<file path="src/core/rwg_pkg.sv">
// package with register map, fields and timing constants for the ringing generator
package rwg_pkg;
  // direct register byte offsets, index times four gives the bus byte address
  localparam logic [7:0] REG_DC_OFFSET_LO = 8'h13;
  localparam logic [7:0] REG_DC_OFFSET_HI = 8'h14;
  localparam logic [7:0] REG_CONTROL = 8'h22;
  localparam logic [7:0] REG_ON_A = 8'h30;
  localparam logic [7:0] REG_ON_B = 8'h31;
  localparam logic [7:0] REG_OFF_A = 8'h32;
  localparam logic [7:0] REG_OFF_B = 8'h33;
  localparam logic [7:0] REG_LINE_STATE = 8'h40;
  localparam logic [7:0] REG_HIGH_BATT = 8'h4a;
  localparam logic [7:0] REG_FREQ_COEF = 8'h50;
  localparam logic [7:0] REG_AMPL_COEF = 8'h51;
  localparam logic [7:0] REG_INIT_PHASE = 8'h52;
  localparam logic [7:0] REG_STATUS = 8'h53;
  localparam int ADDR_W = 10;
  // control register bit positions
  localparam int BIT_SHAPE = 0;
  localparam int BIT_OFFSET_EN = 1;
  localparam int BIT_ON_TMR_EN = 2;
  localparam int BIT_OFF_TMR_EN = 3;
  localparam int BIT_OSC_EN = 4;
  localparam logic [2:0] LINE_STATE_RINGING = 3'h4;
  localparam logic [2:0] LINE_STATE_ONHOOK_TX = 3'h2;
  localparam logic [7:0] RESET_BYTE = 8'h00;
  localparam logic [15:0] RESET_WORD = 16'h0000;
  // timing: clock, oscillator sample rate, cadence step
  localparam int CLK_HZ = 100_000_000;
  localparam int OSC_RATE_HZ = 1000;
  localparam int TONE_RATE_HZ = 8000;
  localparam int OSC_DIV = CLK_HZ / OSC_RATE_HZ;
  localparam int CAD_STEP_NS = 125_000;
  localparam int CLK_PERIOD_NS = 10;
  localparam int CAD_DIV = CAD_STEP_NS / CLK_PERIOD_NS;
endpackage

</file>
<file path="src/core/rwg_core.sv">
// ringing waveform generator with cadence timers and avalon-mm register slave
// Behaviour
// two-pole resonator, coefficients set frequency, amplitude
// oscillator updates at 1 kHz rate
// active and inactive cadence timers, 16-bit
// cadence timers move line into/out of ringing
// software keeps tone generator 2 off
// sine or trapezoid waveform selectable
// trapezoid ramp step programs crest factor
// optional programmable dc offset added
// line state code 100b means ringing
// active timer in two bytes 0x30, 0x31
// inactive timer in two bytes 0x32, 0x33
// cadence counts in 125 us steps
// shape bit 0 sine, 1 trapezoid
// offset added only while control bit 1 set
// active expiry stops, inactive expiry resumes ringing
// timers toggle oscillator enable when both enabled
//
// Decided for this implementation: the Avalon-MM interface to the registers.
`timescale 1ns/1ps
module rwg_core (
  input wire logic clk,
  input wire logic rst,
  input wire logic [rwg_pkg::ADDR_W-1:0] avs_address,
  input wire logic avs_read,
  input wire logic avs_write,
  input wire logic [31:0] avs_writedata,
  input wire logic [3:0] avs_byteenable,
  output logic [31:0] avs_readdata,
  output logic avs_waitrequest,
  output logic [15:0] ring_sample,
  output logic ring_sample_valid,
  output logic ringing_active,
  output logic [2:0] line_state_code,
  output logic [5:0] high_battery_setting
);
  import rwg_pkg::*;

  typedef enum logic [1:0] {CAD_IDLE, CAD_ON, CAD_OFF} rwg_cad_t;

  logic [7:0] ctrl_q;
  logic [15:0] on_period_count_q;
  logic [15:0] off_period_count_q;
  logic [2:0] line_q;
  logic [5:0] batt_q;
  logic [15:0] dc_offset_value_q;
  logic [15:0] freq_coef_q;
  logic [15:0] ampl_coef_q;
  logic [15:0] init_phase_q;
  logic waveform_shape_select;
  logic offset_add_enable;
  logic on_period_timer_enable;
  logic off_period_timer_enable;
  logic ring_oscillator_enable;
  logic auto_cadence;
  logic in_ring_state;
  logic osc_en_set;
  logic osc_en_clr;
  logic [7:0] word_index;
  logic bus_req;
  logic ack_q;
  logic wr_hit;
  logic [16:0] osc_div_q;
  logic osc_tick;
  logic [13:0] cad_div_q;
  logic cad_tick;
  rwg_cad_t cad_q;
  logic [15:0] cad_cnt_q;
  logic [15:0] y1_q;
  logic [15:0] y2_q;
  logic [15:0] trap_q;
  logic trap_dir_q;
  logic [15:0] trap_cnt_q;
  logic osc_started_q;
  logic [31:0] res_prod;
  logic [15:0] res_next;
  logic [16:0] trap_sum;
  logic [15:0] wave;
  logic [15:0] wave_off;

  assign waveform_shape_select = ctrl_q[BIT_SHAPE];
  assign offset_add_enable = ctrl_q[BIT_OFFSET_EN];
  assign on_period_timer_enable = ctrl_q[BIT_ON_TMR_EN];
  assign off_period_timer_enable = ctrl_q[BIT_OFF_TMR_EN];
  assign ring_oscillator_enable = ctrl_q[BIT_OSC_EN];
  assign auto_cadence = on_period_timer_enable && off_period_timer_enable;
  assign in_ring_state = (line_q == LINE_STATE_RINGING);

  // bus: one wait cycle, answer on the second cycle of a request
  assign word_index = avs_address[ADDR_W-1:2];
  assign bus_req = avs_read || avs_write;
  assign wr_hit = avs_write && ack_q && avs_byteenable[0];
  always_ff @(posedge clk) begin
    if (rst) begin
      ack_q <= 1'b0;
    end else begin
      ack_q <= bus_req && !ack_q;
    end
  end

  always_ff @(posedge clk) begin
    if (rst) begin
      avs_waitrequest <= 1'b1;
    end else begin
      avs_waitrequest <= !(bus_req && !ack_q);
    end
  end

  // read mux, unmapped words read zero
  always_ff @(posedge clk) begin
    if (rst) begin
      avs_readdata <= 32'h0;
    end else if (avs_read && !ack_q) begin
      case (word_index)
        REG_CONTROL: avs_readdata <= {24'h0, ctrl_q};
        REG_ON_A: avs_readdata <= {24'h0, on_period_count_q[7:0]};
        REG_ON_B: avs_readdata <= {24'h0, on_period_count_q[15:8]};
        REG_OFF_A: avs_readdata <= {24'h0, off_period_count_q[7:0]};
        REG_OFF_B: avs_readdata <= {24'h0, off_period_count_q[15:8]};
        REG_LINE_STATE: avs_readdata <= {29'h0, line_q};
        REG_HIGH_BATT: avs_readdata <= {26'h0, batt_q};
        REG_DC_OFFSET_LO: avs_readdata <= {16'h0, dc_offset_value_q};
        REG_FREQ_COEF: avs_readdata <= {16'h0, freq_coef_q};
        REG_AMPL_COEF: avs_readdata <= {16'h0, ampl_coef_q};
        REG_INIT_PHASE: avs_readdata <= {16'h0, init_phase_q};
        REG_STATUS: avs_readdata <= {14'h0, cad_q, cad_cnt_q};
        default: avs_readdata <= 32'h0;
      endcase
    end
  end

  // byte registers for timers, line state and battery
  always_ff @(posedge clk) begin
    if (rst) begin
      on_period_count_q <= RESET_WORD;
      off_period_count_q <= RESET_WORD;
      line_q <= LINE_STATE_ONHOOK_TX;
      batt_q <= 6'h00;
    end else if (wr_hit) begin
      case (word_index)
        REG_ON_A: on_period_count_q[7:0] <= avs_writedata[7:0];
        REG_ON_B: on_period_count_q[15:8] <= avs_writedata[7:0];
        REG_OFF_A: off_period_count_q[7:0] <= avs_writedata[7:0];
        REG_OFF_B: off_period_count_q[15:8] <= avs_writedata[7:0];
        REG_LINE_STATE: line_q <= avs_writedata[2:0];
        REG_HIGH_BATT: batt_q <= avs_writedata[5:0];
        default: ;
      endcase
    end
  end

  // sixteen-bit coefficient and offset words
  always_ff @(posedge clk) begin
    if (rst) begin
      dc_offset_value_q <= RESET_WORD;
      freq_coef_q <= RESET_WORD;
      ampl_coef_q <= RESET_WORD;
      init_phase_q <= RESET_WORD;
    end else if (avs_write && ack_q) begin
      case (word_index)
        REG_DC_OFFSET_LO: begin
          if (avs_byteenable[0]) dc_offset_value_q[7:0] <= avs_writedata[7:0];
          if (avs_byteenable[1]) dc_offset_value_q[15:8] <= avs_writedata[15:8];
        end
        REG_FREQ_COEF: begin
          if (avs_byteenable[0]) freq_coef_q[7:0] <= avs_writedata[7:0];
          if (avs_byteenable[1]) freq_coef_q[15:8] <= avs_writedata[15:8];
        end
        REG_AMPL_COEF: begin
          if (avs_byteenable[0]) ampl_coef_q[7:0] <= avs_writedata[7:0];
          if (avs_byteenable[1]) ampl_coef_q[15:8] <= avs_writedata[15:8];
        end
        REG_INIT_PHASE: begin
          if (avs_byteenable[0]) init_phase_q[7:0] <= avs_writedata[7:0];
          if (avs_byteenable[1]) init_phase_q[15:8] <= avs_writedata[15:8];
        end
        default: ;
      endcase
    end
  end

  // control register; cadence hardware toggles the oscillator enable, hw wins
  always_ff @(posedge clk) begin
    if (rst) begin
      ctrl_q <= RESET_BYTE;
    end else begin
      if (wr_hit && word_index == REG_CONTROL) begin
        ctrl_q <= {3'h0, avs_writedata[4:0]};
      end
      if (osc_en_set) begin
        ctrl_q[BIT_OSC_EN] <= 1'b1;
      end else if (osc_en_clr) begin
        ctrl_q[BIT_OSC_EN] <= 1'b0;
      end
    end
  end

  // dividers: 1 kHz oscillator tick, 125 us cadence tick
  assign osc_tick = (osc_div_q == 17'(OSC_DIV - 1));
  assign cad_tick = (cad_div_q == 14'(CAD_DIV - 1));
  always_ff @(posedge clk) begin
    if (rst || osc_tick) begin
      osc_div_q <= 17'h0;
    end else begin
      osc_div_q <= osc_div_q + 17'h1;
    end
  end

  always_ff @(posedge clk) begin
    if (rst || cad_tick) begin
      cad_div_q <= 14'h0;
    end else begin
      cad_div_q <= cad_div_q + 14'h1;
    end
  end

  // cadence: on period then off period, counter restarts at each expiry
  always_comb begin
    osc_en_set = 1'b0;
    osc_en_clr = 1'b0;
    if (cad_tick && in_ring_state && on_period_timer_enable) begin
      if (cad_q == CAD_ON && cad_cnt_q >= on_period_count_q) begin
        osc_en_clr = 1'b1;
      end else if (cad_q == CAD_OFF && cad_cnt_q >= off_period_count_q && auto_cadence) begin
        osc_en_set = 1'b1;
      end
    end
  end

  always_ff @(posedge clk) begin
    if (rst) begin
      cad_q <= CAD_IDLE;
      cad_cnt_q <= 16'h0;
    end else if (!in_ring_state || !on_period_timer_enable) begin
      cad_q <= CAD_IDLE;
      cad_cnt_q <= 16'h0;
    end else if (cad_tick) begin
      case (cad_q)
        CAD_IDLE: begin
          cad_q <= ring_oscillator_enable ? CAD_ON : CAD_IDLE;
          cad_cnt_q <= 16'h0;
        end
        CAD_ON: begin
          if (osc_en_clr) begin
            cad_q <= CAD_OFF;
            cad_cnt_q <= 16'h0;
          end else begin
            cad_cnt_q <= cad_cnt_q + 16'h1;
          end
        end
        CAD_OFF: begin
          if (osc_en_set) begin
            cad_q <= CAD_ON;
            cad_cnt_q <= 16'h0;
          end else if (cad_cnt_q != 16'hffff) begin
            cad_cnt_q <= cad_cnt_q + 16'h1;
          end
        end
        default: cad_q <= CAD_IDLE;
      endcase
    end
  end

  // line follows ringing only while the oscillator runs in ringing state
  always_ff @(posedge clk) begin
    if (rst) begin
      ringing_active <= 1'b0;
      line_state_code <= LINE_STATE_ONHOOK_TX;
      high_battery_setting <= 6'h00;
    end else begin
      ringing_active <= in_ring_state && ring_oscillator_enable;
      line_state_code <= (in_ring_state && ring_oscillator_enable) ? LINE_STATE_RINGING
        : (in_ring_state ? LINE_STATE_ONHOOK_TX : line_q);
      high_battery_setting <= batt_q;
    end
  end

  // resonator: y = 2*c*y1 - y2, coefficient in q15
  assign res_prod = $signed(freq_coef_q) * $signed(y1_q);
  assign res_next = 16'(res_prod[30:15] + res_prod[30:15] - y2_q);
  assign trap_sum = trap_dir_q ? {1'b0, trap_q} + {1'b0, freq_coef_q}
    : {1'b0, trap_q} - {1'b0, freq_coef_q};
  assign wave = waveform_shape_select ? trap_q : y1_q;
  assign wave_off = offset_add_enable ? 16'(wave + dc_offset_value_q) : wave;

  always_ff @(posedge clk) begin
    if (rst) begin
      y1_q <= 16'h0;
      y2_q <= 16'h0;
      trap_q <= 16'h0;
      trap_dir_q <= 1'b1;
      trap_cnt_q <= 16'h0;
      osc_started_q <= 1'b0;
    end else if (!ring_oscillator_enable) begin
      osc_started_q <= 1'b0;
    end else if (osc_tick) begin
      if (!osc_started_q) begin
        // seed from amplitude and initial phase
        y1_q <= ampl_coef_q;
        y2_q <= init_phase_q;
        trap_q <= 16'(-$signed(ampl_coef_q));
        trap_dir_q <= 1'b1;
        trap_cnt_q <= 16'h0;
        osc_started_q <= 1'b1;
      end else begin
        y2_q <= y1_q;
        y1_q <= res_next;
        // trapezoid ramps by step, clamps at amplitude, flips each half period
        if (trap_dir_q && $signed(trap_sum[15:0]) > $signed(ampl_coef_q)) begin
          trap_q <= ampl_coef_q;
        end else if (!trap_dir_q && $signed(trap_sum[15:0]) < -$signed(ampl_coef_q)) begin
          trap_q <= 16'(-$signed(ampl_coef_q));
        end else begin
          trap_q <= trap_sum[15:0];
        end
        if (trap_cnt_q + 16'h1 >= init_phase_q) begin
          trap_cnt_q <= 16'h0;
          trap_dir_q <= !trap_dir_q;
        end else begin
          trap_cnt_q <= trap_cnt_q + 16'h1;
        end
      end
    end
  end

  // sample output, zero while the oscillator is gated off
  always_ff @(posedge clk) begin
    if (rst) begin
      ring_sample <= 16'h0;
      ring_sample_valid <= 1'b0;
    end else begin
      ring_sample_valid <= osc_tick && ring_oscillator_enable && osc_started_q;
      if (!ring_oscillator_enable) begin
        ring_sample <= 16'h0;
      end else if (osc_tick && osc_started_q) begin
        ring_sample <= wave_off;
      end
    end
  end

  AST_WAIT_ONE: assert property (@(posedge clk) disable iff (rst)
    $rose(bus_req) |-> avs_waitrequest ##1 !avs_waitrequest)
    else $error("bus answer not after one wait cycle");
  AST_ONE_KHZ: assert property (@(posedge clk) disable iff (rst)
    osc_tick |=> !osc_tick [*8])
    else $error("oscillator tick too close");
  AST_CAD_STEP: assert property (@(posedge clk) disable iff (rst)
    cad_tick |=> !cad_tick [*8])
    else $error("cadence tick too close");
  AST_RING_CODE: assert property (@(posedge clk) disable iff (rst)
    ringing_active |-> $past(line_q) == LINE_STATE_RINGING)
    else $error("ringing outside ringing state");
  AST_ON_EXPIRE: assert property (@(posedge clk) disable iff (rst)
    osc_en_clr && !osc_en_set |=> !ring_oscillator_enable ##1 !ringing_active)
    else $error("active expiry did not stop ringing");
  AST_OFF_EXPIRE: assert property (@(posedge clk) disable iff (rst)
    osc_en_set |=> ring_oscillator_enable)
    else $error("inactive expiry did not resume");
  AST_GATED: assert property (@(posedge clk) disable iff (rst)
    !ring_oscillator_enable |=> ring_sample == 16'h0 && !ring_sample_valid)
    else $error("sample while oscillator off");
  AST_OFFSET: assert property (@(posedge clk) disable iff (rst)
    osc_tick && ring_oscillator_enable && osc_started_q && !offset_add_enable
    |=> ring_sample == $past(wave))
    else $error("offset added while disabled");
  AST_TIMER_BYTE: assert property (@(posedge clk) disable iff (rst)
    wr_hit && word_index == REG_ON_B |=> on_period_count_q[15:8] == $past(avs_writedata[7:0]))
    else $error("active timer high byte not stored");
endmodule

</file>
<file path="config.mk">
export PLATFORM = sky130hd
export DESIGN_NAME = rwg_core
export DESIGN_NICKNAME = d
export VERILOG_FILES = /design/src/core/rwg_pkg.sv /design/src/core/rwg_core.sv
export SDC_FILE = /design/constraint.sdc
export NUM_CORES = 2
export LEC_CHECK = 0
export BUFFER_PORTS_ARGS = -buffer_cell sky130_fd_sc_hd__buf_2
export CORE_MARGIN = 3
export CORE_UTILIZATION = 43
export DETAILED_ROUTE_END_ITERATION = 8
export PLACE_DENSITY_LB_ADDON = 0.25
export SLEW_MARGIN = 0
export SYNTH_ARGS = -nofsm -noshare
export SYNTH_HDL_FRONTEND = slang
export SYNTH_SLANG_ARGS = --single-unit
</file>
<file path="constraint.sdc">
create_clock -name clk -period 24.8 [get_ports clk]
set_input_delay 0 -clock clk [delete_from_list [all_inputs] [get_ports clk]]
set_output_delay 0 -clock clk [all_outputs]
set_load 0.03 [all_outputs]
</file>
==> flow_summary.ini <==
[outcome]
outcome = complete, no violations

[global_routing]
antenna_found_initial = 0
grt_util_met2_pct = 40.5
grt_first_pass_wirelength_um = 121000
grt_busiest_layer = met2
grt_pass1_vias = 22300
grt_usage_pct = 23.9
grt_overflow_total = 0
met3_usage_pct = 2.34
grt_max_degree = 82
grt.met1_usage_pct = 32.5

[final_layout]
nets = 3636
n_antenna_cell = 0
drive_above_1_share_pct = 7.00
fin_util_pct = 47.9
fillerInstances = 5587
seq_area_um2 = 5450
syn2layout_area_growth_pct = 8.86
multi_input_area_um2 = 18100

[synth]
ys_ff_latch = 272
synth_top_area_cell = dfxtp_1
synth_cell_types = 82
synthArstFlopShare_pct = 0
netlist_area_um2 = 25700
netlist.area_leader.share_pct = 21.2
ys_warn_count = 0
syn_avg_cell_area_um2 = 8.22
ys_seq_area_share_pct = 21.2
synth_edf_count = 0
postSynthCellCount = 3127
synth.area.top_cells = dfxtp_1 21%, fa_1 19%, ha_1 10%
synth-main-ff-cell = dfxtp_1

[cts]
clockBufferDepth = 3
cts_sinks = 272
clock_tree.root_cell = clkbuf_16
htreeDepth = 1
cts_inserted_buffers = 30
post_cts_buffers = 0
tritoncts = yes
cts.clk_slew.worst_paths_ns = 0.06
clock_latency_ns = 0.57

[worst_hold_path]
worst_hold_path_type = input port to register

[timing]
slew_headroom_pct = 17.6
fin_skew_ns = 0.0136
rsz0062_at_grt = false
hold_viol = 0
finalSetupTns_ns = 0
slew_violations = 0
setup_violations = 0
min_period_ns = 9.23
tightestPinTransition_ns = 1.23
timing.fmax_mhz = 108
fin_crit_sh_pct = 37.2

[worst_setup_path]
cp-end-kind = register
critPathKind = register to register
cp-start-kind = register
cp_max_fo = 19
cp_slowest_cell = dfxtp_1
critical_path_arrival_ns = 9.72
crit_required_ns = 25.30
crit_top_cell = fa_1
max_stage_delay_ns = 0.93

[power_and_ir_drop]
p_leak_nw = 12.0
total_power_w = 0.000952
peakVddDrop_uv = 45.8
cellPowerDensity_nw_per_um2 = 34.0

[placement]
gp_congestion = 0.945
place_hpwl_um = 56700
port_buffers = 75

[die]
placementRows = 88
start_util_pct = 44.0
io_pins = 110
die_h_um = 250
core_um2 = 58500
fp.dieW_um = 250
dieArea_um2 = 62700

[routing]
num_vias = 22000
routedWlPerCell_um = 19.2
drt_wl_total_um = 75100
drt-initial-drc-count = 1884
postRouteAntennaNets = 0
drtPass1Iterations = 6
drc = 0
viasPerCell = 5.64

[run]
cap_violations = 0
final timing paths:
| path | from | to | slack, ns | cells after the start |
|---|---|---|---|---|
| max reg2reg | y1_q[8] | y1_q[15] | 15.57 | 31 |
| min reg2reg | ring_sample[6] | ring_sample[6] | 0.46 | 2 |
| max | y1_q[8] | y1_q[15] | 15.57 | 31 |
| min | avs_read | avs_readdata[4] | 0.04 | 5 |
critical path, delay by kind of cell (launching register included):
family	cells	cell delay [ns]
fa+ha+maj	8	3.67
simple gates	6	1.17
buf+inv	5	0.26
xor+xnor	3	0.37
flops	1	0.93
compound gates	9	2.72
report_power, final:
| group | switching, W | internal, W |
|---|---|---|
| clock network | 0.000185 | 0.000300 |
| registers | 0.000000979 | 0.000438 |
| logic | 0.0000212 | 0.00000695 |
cell usage in the layout (no fill, tap or decap), types with 74 or more instances in the layout:
| cell | netlist | routed |
|---|---|---|
| a21oi_1 | 227 | 227 |
| and2_1 | 124 | 123 |
| buf_2 | 2 | 74 |
| dfxtp_1 | 272 | 271 |
| fa_1 | 250 | 250 |
| ha_1 | 209 | 209 |
| inv_1 | 402 | 402 |
| nand2_1 | 372 | 372 |
| nand3_1 | 135 | 135 |
| nor2_1 | 222 | 218 |
| xnor2_1 | 94 | 94 |
registers in the layout (all words and copies together) (netlist names), 2 cells and up:
register              count
cad_cnt_q                16
trap_cnt_q               16
batt_q                    6
ctrl_q                    5
trap_q                   16
cad_q                     2
on_period_count_q        16
freq_coef_q              16
dc_offset_value_q        16
high_battery_setting      6
y2_q                     16
osc_div_q                17
ring_sample              16
cad_div_q                14
off_period_count_q       16
init_phase_q             16
avs_readdata             18
y1_q                     16
line_state_code           3
ampl_coef_q              16
line_q                    3
layer usage:
layer	up-vias	part of all wire [%]
li1	10300	-
met3	141	5.9
met2	704	47
met5	-	0
met4	0	2.8
met1	10900	44
kinds of logic after synthesis:
group	after synthesis	synth area share (%)
simple gates	1070	19.6
buf+inv	588	8.83
compound gates	539	13.6
fa+ha+maj	459	29.6
flops	272	21.2
xor+xnor	149	5.08
mux	49	1.99
other cells	1	0.0146
final cells by class:
| cell class | count | area share, % |
|---|---|---|
| flip-flops and latches | 272 | 19.5 |
| well taps | 765 | 3.42 |
| repair buffers | 140 | 3.30 |
| clock inverters | 9 | 0.617 |
| multi-input cells | 2280 | 64.6 |
| clock buffers | 41 | 3.19 |
| inverters | 403 | 5.41 |
what timing repair did:
item / in CTS / in global routing
endpoints found under the hold margin: 139 / 0
endpoints found under the setup margin: 0 / 0
hold buffers: 21 / 0
resized for setup: 0 / 0
through the flow:
stage	hold WS, ns	cell area [um^2]	std cells	setup WS [ns]
detailed placement	0.272	26700	3839	15.71
floorplan	0.130	25800	3140	16.79
CTS	0.0144	28000	3910	15.64
finish	0.0435	28000	3910	15.57
global placement	0.248	26700	3839	15.89
global route	0.0587	28000	3910	15.16
cell usage after synthesis (9+ instances only):
master and number:
nand2b_1 25, ha_1 209, and2_1 124, o21ai_0 62
a31oi_1 12, a21oi_1 227, nand4_1 26, buf_4 15
a21o_1 40, dfxtp_1 272, o211ai_1 17, a22o_1 16
nor2b_1 22, nor3_1 47, xor2_1 55, nand3b_1 12
a22oi_1 12, o21a_1 13, nor2_1 222, mux2i_1 33
nor4_1 21, a211oi_1 49, fa_1 250, mux2_2 16
and3_1 25, nand2_1 372, xnor2_1 94, or3_1 9
a221oi_1 19, buf_1 10, a222oi_1 14, inv_1 402
clkbuf_1 156, nand3_1 135
Note: power is estimated with default switching activity, not from simulation.
